## config.mk

```make
export PLATFORM = sky130hd
export DESIGN_NAME = ssd_top
export DESIGN_NICKNAME = d
export VERILOG_FILES = /design/src/inc/ssd_pkg.sv /design/src/verilog/ssd_top.sv
export SDC_FILE = /design/constraint.sdc
export NUM_CORES = 1
export LEC_CHECK = 0
export BUFFER_PORTS_ARGS = -buffer_cell sky130_fd_sc_hd__clkbuf_2
export CAP_MARGIN = 20
export CORE_ASPECT_RATIO = 1.25
export CORE_UTILIZATION = 30
export DETAILED_ROUTE_END_ITERATION = 6
export SETUP_SLACK_MARGIN = 0.3
export SYNTH_ARGS = -nofsm -noshare
export SYNTH_HDL_FRONTEND = slang
export SYNTH_SLANG_ARGS = --single-unit
```

## constraint.sdc

```tcl
create_clock -name CORE_CLK -period 14.8 [get_ports CORE_CLK]
set_input_delay 2.96 -clock CORE_CLK [delete_from_list [all_inputs] [get_ports CORE_CLK]]
set_output_delay 2.96 -clock CORE_CLK [all_outputs]
set_load 0.01 [all_outputs]
```

## src/inc/ssd_pkg.sv

```systemverilog
// Package with constants and carrier types for the sensor safety diagnostics block.
package ssd_pkg;
  localparam int CLK_MHZ = 50;
  // Readback timeouts in microseconds, lower bound of each printed window.
  localparam int RB_T1_US = 24;
  localparam int RB_T2_US = 56;
  localparam int RB_T3_US = 112;
  localparam int RB_T1_CYC = RB_T1_US * CLK_MHZ;
  localparam int RB_T2_CYC = RB_T2_US * CLK_MHZ;
  localparam int RB_T3_CYC = RB_T3_US * CLK_MHZ;
  localparam int CORDIC_US = 111;
  localparam int CORDIC_CYC = CORDIC_US * CLK_MHZ;
  localparam int RECOVERY_US = 1000;
  localparam int RECOVERY_CYC = RECOVERY_US * CLK_MHZ;
  localparam int RETRY_US = 1000;
  localparam int RETRY_CYC = RETRY_US * CLK_MHZ;
  localparam int CNT_W = 24;
  localparam int ANG_W = 12;
  // Register map.
  localparam logic [3:0] ADDR_CFG = 4'h0;
  localparam logic [3:0] ADDR_STAT = 4'h1;
  localparam logic [3:0] ADDR_MASK = 4'h2;
  localparam logic [3:0] ADDR_LIVE = 4'h3;
  localparam logic [3:0] ADDR_LIMIT = 4'h4;
  localparam int EV_W = 16;
  // Status bit positions.
  localparam int EV_WDOG = 0;
  localparam int EV_OFFS = 1;
  localparam int EV_CORD = 2;
  localparam int EV_FIELD = 3;
  localparam int EV_SUPPLY = 4;
  localparam int EV_ADC = 5;
  localparam int EV_SIG = 6;
  localparam int EV_RB = 7;
  localparam logic [ANG_W-1:0] LIMIT_RST = 12'h040;

  typedef struct packed {
    logic [4:0] spare;
    logic analog_mode;
    logic [2:0] analog_readback_debounce;
    logic [1:0] fall_readback_timeout;
    logic [1:0] rise_readback_timeout;
    logic failure_band_select;
  } ssd_cfg_t;
  localparam ssd_cfg_t CFG_RST = '0;

  typedef struct packed {
    logic wdog;
    logic offs;
    logic cordic_ovf;
    logic field;
    logic vreg_uv;
    logic rev_pol;
    logic vdd_ov;
    logic vdd_uv;
    logic vdd_broken;
    logic gnd_broken;
    logic short_circ;
    logic adc;
    logic sig;
  } ssd_flt_t;

  typedef enum logic [1:0] {OUT_NORMAL, OUT_BAND_LOW, OUT_BAND_HIGH, OUT_HIZ} ssd_out_t;
endpackage

```

## src/verilog/ssd_top.sv

```systemverilog
// Fault supervisor deciding output safe state and checking output readback.
// Functional notes
// - Watchdog fault latches until reset and releases the output to high impedance.
// - Incomplete offset compensation forces the failure band, recovering automatically.
// - CORDIC overflow forces the failure band until field falls below threshold.
// - Field out of range holds failure band until back in range plus recovery time.
// - Supply, ground, short or polarity faults release output to high impedance, self-recovering.
// - ADC check failure releases output to high impedance, latched until reset.
// - Signature failure releases output to high impedance, latched until reset.
// - Band select chooses lower or upper failure band for band-forcing faults.
// - Digital readback: each edge must see the opposite edge within timeout.
// - After readback failure, wait a fixed time then restore the output and restart the check.
// - Rise timeout code: off, 24-28, 56-60, 112-120 microseconds.
// - Fall timeout code: off, 24-28, 56-60, 112-120 microseconds.
// - Analog readback: output level versus angle beyond limit for debounce releases driver.
// - Debounce code 0..7 selects 0,1,2,4,8,16,32,64 CORDIC cycles; 0 disables.
// - Debounce counting uses the CORDIC cycle, typically 111 microseconds.
//
// The address map and strobed register access were decided locally.
`timescale 1ns/1ps
module ssd_top
  import ssd_pkg::*;
#(
  parameter int RECOVERY_CYCLES = RECOVERY_CYC,
  parameter int RETRY_CYCLES = RETRY_CYC,
  parameter int CORDIC_CYCLES = CORDIC_CYC
)(
  input wire logic CORE_CLK,
  input wire logic RST_B,
  input wire logic [3:0] ADDR,
  input wire logic [15:0] WDATA,
  input wire logic WR,
  input wire logic RD,
  output logic [15:0] RDATA,
  input wire ssd_flt_t FAULTS,
  input wire logic FIELD_IN_RANGE,
  input wire logic OUT_READBACK,
  input wire logic [ANG_W-1:0] ANALOG_READBACK,
  input wire logic [ANG_W-1:0] ANGLE,
  output ssd_out_t OUT_STATE,
  output logic OUT_HIGH_IMPEDANCE,
  output logic IRQ
);
  ssd_cfg_t cfg_reg;
  logic [EV_W-1:0] stat_reg;
  logic [EV_W-1:0] mask_reg;
  logic [EV_W-1:0] live;
  logic [ANG_W-1:0] limit_reg;
  ssd_flt_t f1_reg;
  ssd_flt_t f2_reg;
  ssd_flt_t f3_reg;
  ssd_flt_t flt;
  logic [2:0] rb_sync_reg;
  logic wdog_lat_reg;
  logic adc_lat_reg;
  logic sig_lat_reg;
  logic field_bad_reg;
  logic [CNT_W-1:0] rec_cnt_reg;
  logic rb_level_reg;
  logic [CNT_W-1:0] edge_cnt_reg;
  logic rb_fail_reg;
  logic [CNT_W-1:0] retry_cnt_reg;
  logic [CNT_W-1:0] cordic_cnt_reg;
  logic cordic_tick;
  logic [6:0] deb_cnt_reg;
  logic [6:0] deb_lim;
  logic [CNT_W-1:0] rise_lim;
  logic [CNT_W-1:0] fall_lim;
  logic [ANG_W-1:0] diff;
  logic any_lat;
  logic any_hiz_rec;
  logic any_band;
  logic rb_edge;
  logic rb_now;

  // Three-stage synchroniser; a change counts once stages two and three agree.
  always_ff @(posedge CORE_CLK)
  begin
    f1_reg <= FAULTS;
    f2_reg <= f1_reg;
    f3_reg <= f2_reg;
  end

  // The readback pin is driven from outside, so it gets the same three stages.
  always_ff @(posedge CORE_CLK)
  begin
    rb_sync_reg <= {rb_sync_reg[1:0], OUT_READBACK};
  end

  always_ff @(posedge CORE_CLK)
  begin
    if (!RST_B)
    begin
      flt <= '0;
    end
    else
    begin
      flt <= (f2_reg == f3_reg) ? f3_reg : flt;
    end
  end

  assign rb_now = (rb_sync_reg[2] == rb_sync_reg[1]) ? rb_sync_reg[2] : rb_level_reg;
  assign rb_edge = rb_now != rb_level_reg;

  // Latched faults only clear with reset, so a flicker cannot hide them.
  always_ff @(posedge CORE_CLK)
  begin
    if (!RST_B)
    begin
      wdog_lat_reg <= 1'b0;
      adc_lat_reg <= 1'b0;
      sig_lat_reg <= 1'b0;
    end
    else
    begin
      wdog_lat_reg <= wdog_lat_reg | flt.wdog;
      adc_lat_reg <= adc_lat_reg | flt.adc;
      sig_lat_reg <= sig_lat_reg | flt.sig;
    end
  end

  // Field fault recovery timer restarts on every out-of-range sample.
  always_ff @(posedge CORE_CLK)
  begin
    if (!RST_B)
    begin
      field_bad_reg <= 1'b0;
      rec_cnt_reg <= '0;
    end
    else if (flt.field || !FIELD_IN_RANGE)
    begin
      field_bad_reg <= 1'b1;
      rec_cnt_reg <= '0;
    end
    else if (field_bad_reg)
    begin
      if (rec_cnt_reg >= CNT_W'(RECOVERY_CYCLES - 1))
      begin
        field_bad_reg <= 1'b0;
      end
      else
      begin
        rec_cnt_reg <= rec_cnt_reg + 1'b1;
      end
    end
  end

  always_comb
  begin
    case (cfg_reg.rise_readback_timeout)
      2'b01: rise_lim = CNT_W'(RB_T1_CYC);
      2'b10: rise_lim = CNT_W'(RB_T2_CYC);
      2'b11: rise_lim = CNT_W'(RB_T3_CYC);
      default: rise_lim = '0;
    endcase
    case (cfg_reg.fall_readback_timeout)
      2'b01: fall_lim = CNT_W'(RB_T1_CYC);
      2'b10: fall_lim = CNT_W'(RB_T2_CYC);
      2'b11: fall_lim = CNT_W'(RB_T3_CYC);
      default: fall_lim = '0;
    endcase
  end

  // CORDIC-cycle tick for debounce.
  always_ff @(posedge CORE_CLK)
  begin
    if (!RST_B)
    begin
      cordic_cnt_reg <= '0;
    end
    else if (cordic_tick)
    begin
      cordic_cnt_reg <= '0;
    end
    else
    begin
      cordic_cnt_reg <= cordic_cnt_reg + 1'b1;
    end
  end
  assign cordic_tick = cordic_cnt_reg == CNT_W'(CORDIC_CYCLES - 1);

  assign deb_lim = 7'(1 << (cfg_reg.analog_readback_debounce - 3'h1));
  assign diff = (ANALOG_READBACK > ANGLE) ? ANALOG_READBACK - ANGLE : ANGLE - ANALOG_READBACK;

  // Readback supervision; while failed the driver is off and the check pauses.
  always_ff @(posedge CORE_CLK)
  begin
    if (!RST_B)
    begin
      rb_level_reg <= 1'b0;
      edge_cnt_reg <= '0;
      deb_cnt_reg <= '0;
      rb_fail_reg <= 1'b0;
      retry_cnt_reg <= '0;
    end
    else if (rb_fail_reg)
    begin
      rb_level_reg <= rb_now;
      edge_cnt_reg <= '0;
      deb_cnt_reg <= '0;
      if (retry_cnt_reg >= CNT_W'(RETRY_CYCLES - 1))
      begin
        rb_fail_reg <= 1'b0;
        retry_cnt_reg <= '0;
      end
      else
      begin
        retry_cnt_reg <= retry_cnt_reg + 1'b1;
      end
    end
    else if (!cfg_reg.analog_mode)
    begin
      rb_level_reg <= rb_now;
      deb_cnt_reg <= '0;
      if (rb_edge)
      begin
        edge_cnt_reg <= '0;
      end
      else
      begin
        edge_cnt_reg <= edge_cnt_reg + 1'b1;
      end
      // Low level waits for rise; high level waits for fall.
      if (!rb_edge && !rb_level_reg && rise_lim != '0 && edge_cnt_reg >= rise_lim)
      begin
        rb_fail_reg <= 1'b1;
      end
      if (!rb_edge && rb_level_reg && fall_lim != '0 && edge_cnt_reg >= fall_lim)
      begin
        rb_fail_reg <= 1'b1;
      end
    end
    else if (cfg_reg.analog_readback_debounce != 3'h0)
    begin
      edge_cnt_reg <= '0;
      if (diff <= limit_reg)
      begin
        deb_cnt_reg <= '0;
      end
      else if (cordic_tick)
      begin
        if (deb_cnt_reg + 7'h01 >= deb_lim)
          rb_fail_reg <= 1'b1;
        else
          deb_cnt_reg <= deb_cnt_reg + 7'h01;
      end
    end
  end

  assign any_lat = wdog_lat_reg | adc_lat_reg | sig_lat_reg;
  assign any_hiz_rec = flt.vreg_uv | flt.rev_pol | flt.vdd_ov | flt.vdd_uv | flt.vdd_broken
    | flt.gnd_broken | flt.short_circ | rb_fail_reg;
  assign any_band = flt.offs | flt.cordic_ovf | field_bad_reg;

  always_ff @(posedge CORE_CLK)
  begin
    if (!RST_B)
    begin
      OUT_STATE <= OUT_HIZ;
    end
    else if (any_lat)
    begin
      OUT_STATE <= OUT_HIZ;
    end
    else if (any_hiz_rec)
    begin
      OUT_STATE <= OUT_HIZ;
    end
    else if (any_band)
    begin
      OUT_STATE <= cfg_reg.failure_band_select ? OUT_BAND_HIGH : OUT_BAND_LOW;
    end
    else
    begin
      OUT_STATE <= OUT_NORMAL;
    end
  end

  // Released while in reset, so the line never shows a stale level at power up.
  always_ff @(posedge CORE_CLK)
  begin
    if (!RST_B)
    begin
      OUT_HIGH_IMPEDANCE <= 1'b1;
    end
    else
    begin
      OUT_HIGH_IMPEDANCE <= any_lat | any_hiz_rec;
    end
  end

  always_comb
  begin
    live = '0;
    live[EV_WDOG] = wdog_lat_reg;
    live[EV_OFFS] = flt.offs;
    live[EV_CORD] = flt.cordic_ovf;
    live[EV_FIELD] = field_bad_reg;
    live[EV_SUPPLY] = any_hiz_rec & ~rb_fail_reg;
    live[EV_ADC] = adc_lat_reg;
    live[EV_SIG] = sig_lat_reg;
    live[EV_RB] = rb_fail_reg;
  end

  // Configuration registers.
  always_ff @(posedge CORE_CLK)
  begin
    if (!RST_B)
    begin
      cfg_reg <= CFG_RST;
      mask_reg <= '0;
      limit_reg <= LIMIT_RST;
    end
    else if (WR)
    begin
      if (ADDR == ADDR_CFG)
      begin
        cfg_reg <= ssd_cfg_t'(WDATA[$bits(ssd_cfg_t)-1:0]);
      end
      if (ADDR == ADDR_MASK)
      begin
        mask_reg <= WDATA;
      end
      if (ADDR == ADDR_LIMIT)
      begin
        limit_reg <= WDATA[ANG_W-1:0];
      end
    end
  end

  // Sticky status: a new event in the clearing cycle wins over the clear.
  always_ff @(posedge CORE_CLK)
  begin
    if (!RST_B)
    begin
      stat_reg <= '0;
    end
    else if (WR && ADDR == ADDR_STAT)
    begin
      stat_reg <= (stat_reg & ~WDATA) | live;
    end
    else
    begin
      stat_reg <= stat_reg | live;
    end
  end

  always_ff @(posedge CORE_CLK)
  begin
    if (!RST_B)
    begin
      IRQ <= 1'b0;
    end
    else
    begin
      IRQ <= |(stat_reg & mask_reg);
    end
  end

  always_ff @(posedge CORE_CLK)
  begin
    if (!RST_B)
    begin
      RDATA <= '0;
    end
    else if (RD)
    begin
      case (ADDR)
        ADDR_CFG: RDATA <= 16'(cfg_reg);
        ADDR_STAT: RDATA <= stat_reg;
        ADDR_MASK: RDATA <= mask_reg;
        ADDR_LIVE: RDATA <= live;
        ADDR_LIMIT: RDATA <= 16'(limit_reg);
        default: RDATA <= '0;
      endcase
    end
    else
    begin
      RDATA <= '0;
    end
  end
endmodule // ssd_top

```

==> results of run 1 <==
worst max path at each step:
stage                                       end  cells past startpoint
CTS                 deb_cnt_reg[5]$_SDFFE_PP0P_                     17
global route        deb_cnt_reg[6]$_SDFFE_PP0P_                     17
floorplan           deb_cnt_reg[1]$_SDFFE_PP0P_                     17
finish              deb_cnt_reg[5]$_SDFFE_PP0P_                     17
global placement    deb_cnt_reg[1]$_SDFFE_PP0P_                     17
detailed placement  deb_cnt_reg[5]$_SDFFE_PP0P_                     17
metal layers:
| metal | vias up | global-route usage [%] | share of wire, % |
|---|---|---|---|
| met4 | 0 | 4.914 | 2.8 |
| met2 | 218 | 25.80 | 48 |
| met3 | 53 | 1.546 | 3.6 |
| li1 | 4820 | - | - |
| met1 | 4512 | 19.01 | 45 |
| met5 | - | 0 | 0 |
worst reg2reg max path, stage by stage, from the launching register on:
cell and delay (ns):
sky130_fd_sc_hd__dfxtp_1 0.43, sky130_fd_sc_hd__ha_1 0.31, sky130_fd_sc_hd__and3_1 0.21, sky130_fd_sc_hd__nand3_1 0.10
sky130_fd_sc_hd__xnor2_1 0.25, sky130_fd_sc_hd__ha_1 0.29, sky130_fd_sc_hd__nand4_1 0.10, sky130_fd_sc_hd__nor2_1 0.05
sky130_fd_sc_hd__a211oi_1 0.41, sky130_fd_sc_hd__and3_2 0.34, sky130_fd_sc_hd__nor4b_4 0.42, sky130_fd_sc_hd__nand3b_1 0.13
sky130_fd_sc_hd__a21oi_1 0.15
kinds of logic (layout without fill, tap and decap cells):
| logic type | after synthesis | in the layout | synth area share (%) |
|---|---|---|---|
| xor+xnor | 59 | 59 | 4.505 |
| mux | 21 | 21 | 1.854 |
| flops | 242 | 242 | 42.24 |
| simple gates | 504 | 504 | 21.70 |
| buf+inv | 124 | 207 | 4.200 |
| compound gates | 299 | 299 | 16.78 |
| fa+ha+maj | 79 | 79 | 8.727 |
cells in the mapped netlist, types with 5 or more instances:
cell type	number	area share, %
sky130_fd_sc_hd__clkbuf_1	43	1.4
sky130_fd_sc_hd__nor4b_1	6	0.46
sky130_fd_sc_hd__o21ai_1	13	0.57
sky130_fd_sc_hd__dfxtp_1	242	42
sky130_fd_sc_hd__xnor2_1	34	2.6
sky130_fd_sc_hd__nand4_1	22	1.2
sky130_fd_sc_hd__nand3b_1	5	0.33
sky130_fd_sc_hd__inv_1	69	2.3
sky130_fd_sc_hd__a222oi_1	14	1.2
sky130_fd_sc_hd__nor2b_1	10	0.55
sky130_fd_sc_hd__a211oi_1	9	0.59
sky130_fd_sc_hd__buf_2	10	0.44
sky130_fd_sc_hd__nor2_1	122	4.0
sky130_fd_sc_hd__nor3_1	20	0.87
sky130_fd_sc_hd__nand2_1	170	5.6
sky130_fd_sc_hd__o211ai_1	9	0.59
sky130_fd_sc_hd__a311oi_1	5	0.38
sky130_fd_sc_hd__mux2i_1	19	1.7
sky130_fd_sc_hd__nor4_1	15	0.82
sky130_fd_sc_hd__and3_1	20	1.1
sky130_fd_sc_hd__or3_1	11	0.60
sky130_fd_sc_hd__a21oi_1	115	5.0
sky130_fd_sc_hd__o31ai_1	6	0.39
sky130_fd_sc_hd__o21a_1	9	0.59
sky130_fd_sc_hd__a21o_1	6	0.39
sky130_fd_sc_hd__a22oi_1	20	1.3
sky130_fd_sc_hd__nand3_1	38	1.7
sky130_fd_sc_hd__nand2b_1	11	0.60
sky130_fd_sc_hd__a31oi_1	6	0.33
sky130_fd_sc_hd__ha_1	76	8.3
sky130_fd_sc_hd__and2_1	23	1.3
sky130_fd_sc_hd__or4_1	5	0.33
sky130_fd_sc_hd__o21ai_0	49	2.1
sky130_fd_sc_hd__xor2_1	25	1.9
placed cells by master, fill, tap and decap left out, drive strengths merged, types with 14 or more instances in the layout:
cell type and n:
clkbuf 116, nand2 170, nand3 38, o21ai 62, dfxtp 242, nor4 17
nor3 23, xor2 25, and2 26, mux2i 19, and3 21, inv 71
a22oi 20, a222oi 14, nand4 24, ha 76, nor2 122, a21oi 115
xnor2 34
power breakdown:
group	internal [mW]	switching [mW]
combinational	0.0539	0.0805
clock	0.409	0.266
sequential	0.662	0.00814
cell type report:
cell class              instances  area, µm²  area share [%]
clock buffers                  34      710.7           5.366
clock inverters                12      181.4           1.370
inverters                      70      262.8           1.984
well taps                     486      608.1           4.591
multi-input cells             962       6158           46.50
repair buffers                 91      478.0           3.609
flip-flops and latches        242       4845           36.58
==> impl_metrics.xml, run 1 <==
<?xml version="1.0" encoding="UTF-8"?>
<metrics>
  <group name="outcome">
    <metric name="outcome" unit="">completed</metric>
  </group>
  <group name="drt">
    <metric name="detailedRoute.firstPassIterationCount" unit="">5</metric>
    <metric name="avgViaCountPerCell" unit="">5.062</metric>
    <metric name="antenna_violating_nets_post_route" unit="">0</metric>
    <metric name="dr_total_vias" unit="">9603</metric>
    <metric name="postRouteWirelength" unit="µm">28960</metric>
    <metric name="routed_wire_length_per_instance" unit="µm">15.27</metric>
    <metric name="drt_drc_violations_left" unit="">0</metric>
    <metric name="initialDrtViolationCount" unit="">650</metric>
  </group>
  <group name="worst_hold_path">
    <metric name="hp-class" unit="">register to register</metric>
    <metric name="whs_path_depth" unit="">0</metric>
    <metric name="timing.hold.worst_endpoint" unit="">f2_reg[10]$_DFF_P_</metric>
    <metric name="holdCritStartpoint" unit="">f1_reg[10]$_DFF_P_</metric>
  </group>
  <group name="logic_synthesis">
    <metric name="distinct_cells_synth" unit="">74</metric>
    <metric name="syn_inst" unit="">1328</metric>
    <metric name="average_size_of_a_mapped_cell" unit="µm²">8.637</metric>
    <metric name="synth_warnings" unit="">0</metric>
    <metric name="post_synth_instance_area" unit="µm²">11470</metric>
    <metric name="ys_dominant_reg_cell" unit="">sky130_fd_sc_hd__dfxtp_1</metric>
    <metric name="synth_nets" unit="">1469</metric>
    <metric name="synth.ff_latch_count" unit="">242</metric>
    <metric name="synth_seq_area_share" unit="%">42.24</metric>
    <metric name="synth-edff-count" unit="">0</metric>
    <metric name="asyncSetResetFlopFracSynth" unit="%">0</metric>
  </group>
  <group name="worst_setup_path">
    <metric name="crit_path_top_delay_cell" unit="">sky130_fd_sc_hd__o31ai_4</metric>
    <metric name="cpMostUsedCell" unit="">sky130_fd_sc_hd__ha_1</metric>
    <metric name="delay_of_the_slowest_cell_on_the_worst_path" unit="ns">0.68</metric>
    <metric name="timing.critical_path.to_type" unit="">register</metric>
    <metric name="r2r_setup_slack" unit="ns">11.55</metric>
    <metric name="crit_path_start" unit="">ANALOG_READBACK[5]</metric>
    <metric name="r2r-start" unit="">deb_cnt_reg[0]$_SDFFE_PP0P_</metric>
    <metric name="worst_r2r_endpoint" unit="">deb_cnt_reg[2]$_SDFFE_PP0P_</metric>
    <metric name="required_time_reported_for_the_critical_path_endpoint" unit="ns">15.21</metric>
    <metric name="worst-setup-path-type" unit="">primary input to register</metric>
    <metric name="worst-r2r-cell-count" unit="">12</metric>
    <metric name="worstSetupStartpointType" unit="">primary input</metric>
    <metric name="cp.arrival" unit="ns">7.50</metric>
    <metric name="cp_cell_sequence" unit="">clkbuf_2 &gt; inv_1 &gt; ha_1 &gt; nand4_2 &gt; a21oi_1 &gt; nor3_2 &gt; o31ai_4 &gt; mux2_2 &gt; a221oi_2 &gt; xnor2_1 &gt; ha_1 &gt; a21o_1 &gt; a221o_1 &gt; a2111oi_4 &gt; o31ai_1 &gt; a22oi_1 &gt; nor2_1</metric>
    <metric name="timing.critical_path.max_delay_family" unit="">compound AO/OA/AOI/OAI gates</metric>
    <metric name="critical_path_maximum_fanout" unit="">15</metric>
    <metric name="timing.critical_path.buf_inv" unit="">2</metric>
  </group>
  <group name="sta">
    <metric name="tns" unit="ns">0</metric>
    <metric name="setup_violations" unit="">0</metric>
    <metric name="worst-slew-pin-transition" unit="ns">0.9699</metric>
    <metric name="maxClockFrequency" unit="MHz">141.2</metric>
    <metric name="max_slew_margin" unit="%">35.34</metric>
    <metric name="worst_hold_slack" unit="ns">0.3251</metric>
    <metric name="unrepaired_setup_endpoints_after_global_routing" unit="">no</metric>
    <metric name="finClkSkew" unit="ns">0.01657</metric>
    <metric name="drv_slew" unit="">0</metric>
    <metric name="final_min_period_over_clock_period" unit="%">47.86</metric>
    <metric name="layout_setup_ws" unit="ns">7.717</metric>
    <metric name="hold_viol_final" unit="">0</metric>
    <metric name="period_minus_slack" unit="ns">7.084</metric>
  </group>
  <group name="layout">
    <metric name="final_design_area_excluding_fillers" unit="µm²">13240</metric>
    <metric name="drive_above_1_share" unit="%">10.99</metric>
    <metric name="areaGrowthSynthToFinish" unit="%">15.47</metric>
    <metric name="antennaDiodeCount" unit="">0</metric>
    <metric name="num-fill-cells" unit="">3782</metric>
    <metric name="finalNonFillerCells" unit="">1897</metric>
    <metric name="num-nets-final" unit="">1534</metric>
    <metric name="final_core_utilization" unit="%">35.35</metric>
  </group>
  <group name="clock_network">
    <metric name="cts_num_sinks" unit="">242</metric>
    <metric name="cts_htree_levels" unit="">1</metric>
    <metric name="ctsResizeCount" unit="">0</metric>
    <metric name="hold_buffers" unit="">0</metric>
    <metric name="cts_buffers" unit="">26</metric>
    <metric name="cts.repair_timing.setup_buffer_count" unit="">0</metric>
    <metric name="clk_pin_slew" unit="ns">0.06</metric>
    <metric name="ctsLongestPathBuffers" unit="">3</metric>
    <metric name="cell_at_the_root_of_the_clock_tree" unit="">sky130_fd_sc_hd__clkbuf_16</metric>
    <metric name="tritoncts" unit="">done</metric>
    <metric name="worstSkewPairLatency" unit="ns">0.54</metric>
  </group>
  <group name="power_and_ir_drop">
    <metric name="cellLeakagePower" unit="nW">5.115</metric>
    <metric name="finalPower" unit="mW">1.480</metric>
    <metric name="p_per_area" unit="nW/µm²">111.8</metric>
    <metric name="vdd_ir_drop_max" unit="µV">105.6</metric>
  </group>
  <group name="floorplanning">
    <metric name="fp.dieH" unit="µm">220.6</metric>
    <metric name="core" unit="µm²">37460</metric>
    <metric name="dieArea" unit="µm²">39020</metric>
    <metric name="x_dimension_of_the_die" unit="µm">176.9</metric>
    <metric name="floorplan.initialDensity" unit="%">30.62</metric>
    <metric name="floorplan.rows" unit="">79</metric>
    <metric name="io_pins" unit="">83</metric>
  </group>
  <group name="placement">
    <metric name="io_buffers" unit="">82</metric>
    <metric name="placed_cells" unit="">1851</metric>
    <metric name="place_area" unit="µm²">12350</metric>
    <metric name="hpwl" unit="µm">20880</metric>
    <metric name="place_worst_setup_slack" unit="ns">7.193</metric>
    <metric name="final_weighted_congestion_in_routability_driven_placement" unit="">0.8605</metric>
  </group>
  <group name="global_routing">
    <metric name="grt_antenna_before_repair" unit="">0</metric>
    <metric name="grt_util_all_layers" unit="%">14.82</metric>
    <metric name="grt_max_degree" unit="">70</metric>
    <metric name="first_global_vias" unit="">9198</metric>
    <metric name="globalRouteOverflowTotal" unit="">0</metric>
    <metric name="grt_pass1_wl" unit="µm">47230</metric>
  </group>
  <group name="job">
    <metric name="drv_cap" unit="">0</metric>
  </group>
</metrics>
Note: power is estimated with default switching activity, not from simulation.
==> run 2: changes to the inputs <==
--- a/config.mk
+++ b/config.mk
@@ -5,6 +5,7 @@
 export SDC_FILE = /design/constraint.sdc
 export NUM_CORES = 1
 export LEC_CHECK = 0
+export ABC_AREA = 1
 export BUFFER_PORTS_ARGS = -buffer_cell sky130_fd_sc_hd__clkbuf_2
 export CAP_MARGIN = 20
 export CORE_ASPECT_RATIO = 1.25
==> constraint.sdc (replaced) <==
create_clock -name CORE_CLK -period 6.4 [get_ports CORE_CLK]
set_input_delay 1.28 -clock CORE_CLK [delete_from_list [all_inputs] [get_ports CORE_CLK]]
set_output_delay 1.28 -clock CORE_CLK [all_outputs]
set_load 0.01 [all_outputs]
==> run 2 against run 1 <==
Net effect: flip-flop and latch count unchanged; wire length up 11%; non-clock buffer count down 6; critical path type unchanged; total power up 130%; count of clock-buffer cells in the layout down 2; worst hold slack better by 0.0043 ns.
==> impl_metrics.xml, run 2 <==
<?xml version="1.0" encoding="UTF-8"?>
<metrics>
  <group name="outcome">
    <metric name="outcome" unit="">completed</metric>
  </group>
  <group name="clock_network">
    <metric name="cts_num_sinks" unit="">242</metric>
    <metric name="ctsResizeCount" unit="">0</metric>
    <metric name="cts.repair_timing.setup_buffer_count" unit="">0</metric>
    <metric name="cell_at_the_root_of_the_clock_tree" unit="">sky130_fd_sc_hd__clkbuf_16</metric>
    <metric name="worstSkewPairLatency" unit="ns">0.55</metric>
    <metric name="ctsLongestPathBuffers" unit="">3</metric>
    <metric name="clk_pin_slew" unit="ns">0.06</metric>
    <metric name="hold_buffers" unit="">0</metric>
    <metric name="tritoncts" unit="">done</metric>
    <metric name="cts_htree_levels" unit="">1</metric>
    <metric name="cts_buffers" unit="">26</metric>
  </group>
  <group name="sta">
    <metric name="tns" unit="ns">0</metric>
    <metric name="final_min_period_over_clock_period" unit="%">60.93</metric>
    <metric name="drv_slew" unit="">0</metric>
    <metric name="max_slew_margin" unit="%">34.70</metric>
    <metric name="finClkSkew" unit="ns">0.01290</metric>
    <metric name="maxClockFrequency" unit="MHz">256.5</metric>
    <metric name="worst-slew-pin-transition" unit="ns">0.9771</metric>
    <metric name="setup_violations" unit="">0</metric>
    <metric name="hold_viol_final" unit="">0</metric>
    <metric name="unrepaired_setup_endpoints_after_global_routing" unit="">no</metric>
    <metric name="period_minus_slack" unit="ns">3.899</metric>
  </group>
  <group name="power_and_ir_drop">
    <metric name="p_switching" unit="mW">0.8897</metric>
    <metric name="vdd_ir_drop_max" unit="µV">207.1</metric>
    <metric name="cellLeakagePower" unit="nW">6.079</metric>
    <metric name="p_int" unit="mW">2.538</metric>
    <metric name="sw_frac_of_total" unit="%">25.96</metric>
    <metric name="p_per_area" unit="nW/µm²">237.4</metric>
    <metric name="finalPower" unit="mW">3.428</metric>
    <metric name="sequentialPowerShare" unit="%">45.4</metric>
    <metric name="power.share.combinational" unit="%">10.1</metric>
    <metric name="power_share_of_the_clock_group" unit="%">44.5</metric>
  </group>
  <group name="worst_setup_path">
    <metric name="critical_path_maximum_fanout" unit="">12</metric>
    <metric name="crit_path_top_delay_cell" unit="">sky130_fd_sc_hd__fa_1</metric>
    <metric name="worstSetupStartpointType" unit="">primary input</metric>
    <metric name="cpMostUsedCell" unit="">sky130_fd_sc_hd__nand2_1</metric>
    <metric name="cp.arrival" unit="ns">4.37</metric>
    <metric name="delay_of_the_slowest_cell_on_the_worst_path" unit="ns">0.45</metric>
    <metric name="worst-setup-path-type" unit="">primary input to register</metric>
    <metric name="cp_cell_sequence" unit="">clkbuf_2 &gt; inv_1 &gt; ha_1 &gt; inv_1 &gt; fa_1 &gt; nand2_1 &gt; nand2_1 &gt; a21oi_2 &gt; o21ai_1 &gt; nand2_2 &gt; nand2_1 &gt; nand2_1 &gt; inv_1 &gt; ha_1 &gt; nand2_1 &gt; nor2_1 &gt; nand2_1 &gt; inv_1 &gt; nand2_1 &gt; nand3_1 &gt; nand2_1 &gt; o21ai_2 &gt; nand2_1 &gt; a21oi_1</metric>
    <metric name="required_time_reported_for_the_critical_path_endpoint" unit="ns">6.87</metric>
    <metric name="timing.critical_path.to_type" unit="">register</metric>
  </group>
  <group name="drt">
    <metric name="initialDrtViolationCount" unit="">581</metric>
    <metric name="antenna_violating_nets_post_route" unit="">0</metric>
    <metric name="postRouteWirelength" unit="µm">32100</metric>
    <metric name="detailedRoute.firstPassIterationCount" unit="">5</metric>
    <metric name="dr_total_vias" unit="">11172</metric>
    <metric name="drt_drc_violations_left" unit="">0</metric>
    <metric name="routed_wire_length_per_instance" unit="µm">13.45</metric>
    <metric name="avgViaCountPerCell" unit="">4.680</metric>
  </group>
  <group name="layout">
    <metric name="num-nets-final" unit="">1956</metric>
    <metric name="layout.cells.most_common_list" unit="">sky130_fd_sc_hd__nand2_1, sky130_fd_sc_hd__inv_1, sky130_fd_sc_hd__dfxtp_1</metric>
    <metric name="drive_above_1_share" unit="%">9.973</metric>
    <metric name="final_design_area_excluding_fillers" unit="µm²">14440</metric>
    <metric name="areaGrowthSynthToFinish" unit="%">13.91</metric>
    <metric name="final_core_utilization" unit="%">34.93</metric>
    <metric name="antennaDiodeCount" unit="">0</metric>
    <metric name="finalNonFillerCells" unit="">2387</metric>
    <metric name="layout_commonest_cell" unit="">sky130_fd_sc_hd__nand2_1</metric>
  </group>
  <group name="logic_synthesis">
    <metric name="synthTopCellsByCount" unit="">sky130_fd_sc_hd__nand2_1, sky130_fd_sc_hd__inv_1, sky130_fd_sc_hd__dfxtp_1, sky130_fd_sc_hd__nor2_1, sky130_fd_sc_hd__a21oi_1</metric>
    <metric name="synth_warnings" unit="">0</metric>
    <metric name="asyncSetResetFlopFracSynth" unit="%">0</metric>
    <metric name="syn_inst" unit="">1748</metric>
    <metric name="synthDominantAreaCellType" unit="">sky130_fd_sc_hd__dfxtp_1</metric>
    <metric name="synth_seq_area_share" unit="%">38.22</metric>
    <metric name="synth_nets" unit="">1889</metric>
    <metric name="average_size_of_a_mapped_cell" unit="µm²">7.252</metric>
    <metric name="synthMostInstantiatedCell" unit="">sky130_fd_sc_hd__nand2_1</metric>
    <metric name="synth_area_leaders" unit="">sky130_fd_sc_hd__dfxtp_1, sky130_fd_sc_hd__nand2_1, sky130_fd_sc_hd__ha_1</metric>
    <metric name="ys_dominant_reg_cell" unit="">sky130_fd_sc_hd__dfxtp_1</metric>
    <metric name="distinct_cells_synth" unit="">55</metric>
    <metric name="synth.ff_latch_count" unit="">242</metric>
    <metric name="synth-edff-count" unit="">0</metric>
    <metric name="post_synth_instance_area" unit="µm²">12680</metric>
    <metric name="yosys.area.top_type_share" unit="%">38.22</metric>
  </group>
  <group name="floorplanning">
    <metric name="core" unit="µm²">41330</metric>
    <metric name="dieArea" unit="µm²">43080</metric>
    <metric name="fp.dieH" unit="µm">231.8</metric>
    <metric name="io_pins" unit="">83</metric>
    <metric name="x_dimension_of_the_die" unit="µm">185.9</metric>
    <metric name="floorplan.rows" unit="">83</metric>
    <metric name="floorplan.initialDensity" unit="%">30.67</metric>
  </group>
  <group name="global_routing">
    <metric name="globalRouteOverflowTotal" unit="">0</metric>
    <metric name="grt_max_degree" unit="">51</metric>
    <metric name="grt_pass1_wl" unit="µm">53000</metric>
    <metric name="first_global_vias" unit="">10976</metric>
    <metric name="grt_util_all_layers" unit="%">15.06</metric>
    <metric name="grt_antenna_before_repair" unit="">1</metric>
  </group>
  <group name="placement">
    <metric name="place_area" unit="µm²">13550</metric>
    <metric name="final_weighted_congestion_in_routability_driven_placement" unit="">0.9331</metric>
    <metric name="hpwl" unit="µm">24570</metric>
    <metric name="placed_cells" unit="">2339</metric>
    <metric name="io_buffers" unit="">82</metric>
  </group>
  <group name="job">
    <metric name="drv_cap" unit="">0</metric>
  </group>
  <group name="worst_hold_path">
    <metric name="hp-class" unit="">register to register</metric>
  </group>
</metrics>
run 2: cell count changes in the layout (fill, tap and decap cells not counted), moves of 19 or more:
cell                      delta
sky130_fd_sc_hd__nand2_1   +215
sky130_fd_sc_hd__inv_1     +179
sky130_fd_sc_hd__nand3_1    +64
sky130_fd_sc_hd__a21oi_1    +41
sky130_fd_sc_hd__nor2_1     +36
sky130_fd_sc_hd__and2_1     -23
sky130_fd_sc_hd__nand4_1    +22
sky130_fd_sc_hd__a22oi_1    -20
sky130_fd_sc_hd__and3_1     -19
sky130_fd_sc_hd__mux2i_1    -19
sky130_fd_sc_hd__xor2_1     +19
run 2: power by group through the flow:
| stage | combinational, mW | sequential (mW) | clock (mW) |
|---|---|---|---|
| after floorplan | 0.252 | 1.58 | 0 |
| after global placement | 0.343 | 1.59 | 0 |
| after detailed placement | 0.348 | 1.59 | 0 |
| after CTS | 0.350 | 1.56 | 1.57 |
| after global routing | 0.398 | 1.56 | 1.63 |
| final | 0.347 | 1.56 | 1.53 |
run 2: routing by layer:
metal | vias to the layer above | global-route usage (%) | part of all wire (%)
li1 | 5824 | - | -
met1 | 5089 | 17.43 | 43
met2 | 211 | 27.64 | 50
met3 | 48 | 2.274 | 4.5
met4 | 0 | 5.353 | 2.5
met5 | - | 0 | 0
run 2: final cells by class:
| class | instances | area, µm² |
|---|---|---|
| fillers | 4455 | 26890 |
| inverters | 257 | 968.4 |
| clock buffers | 32 | 713.2 |
| clock inverters | 16 | 171.4 |
| multi-input cells | 1203 | 6618 |
| well taps | 552 | 690.7 |
| flip-flops and latches | 242 | 4845 |
| repair buffers | 85 | 432.9 |
run 2: cell families (layout without fill, tap and decap cells):
group / count (synthesis) / count (layout) / synth area share, %
AO/OA/AOI/OAI: 292 / 292 / 12.71
AND/OR/NAND/NOR: 771 / 771 / 27.39
buffers and inverters: 303 / 390 / 9.575
adder cells (fa/ha/maj): 78 / 78 / 7.818
XOR/XNOR: 62 / 62 / 4.284
flip-flops: 242 / 242 / 38.22
run 2: final timing paths:
path	slack, ns	from	endpoint	cells past startpoint
worst max-delay path	2.50	ANALOG_READBACK[0]	deb_cnt_reg[5]$_SDFFE_PP0P_	24
worst max register to register	3.52	rb_level_reg$_SDFFE_PN0P_	edge_cnt_reg[15]$_SDFFE_PP0P_	10
worst min register to register	0.33	f1_reg[9]$_DFF_P_	f2_reg[9]$_DFF_P_	0
worst min-delay path	0.33	f1_reg[9]$_DFF_P_	f2_reg[9]$_DFF_P_	0
run 2: worst max-delay path, delay by kind of cell:
family	cells	cell delay [ns]
and+or+nand+nor	12	1.13
adders and majority gates	3	0.94
AOI/OAI and AO/OA	4	0.69
buffers and inverters	5	0.33
run 2: through the flow:
| step | setup WS, ns | hold slack [ns] |
|---|---|---|
| 6_report | 2.501 | 0.3294 |
| 2_1_floorplan | 2.536 | 0.3096 |
| 5_1_grt | 2.163 | 0.3400 |
| 3_3_place_gp | 2.090 | 0.3130 |
| 3_5_place_dp | 1.951 | 0.3147 |
| 4_1_cts | 2.528 | 0.3298 |
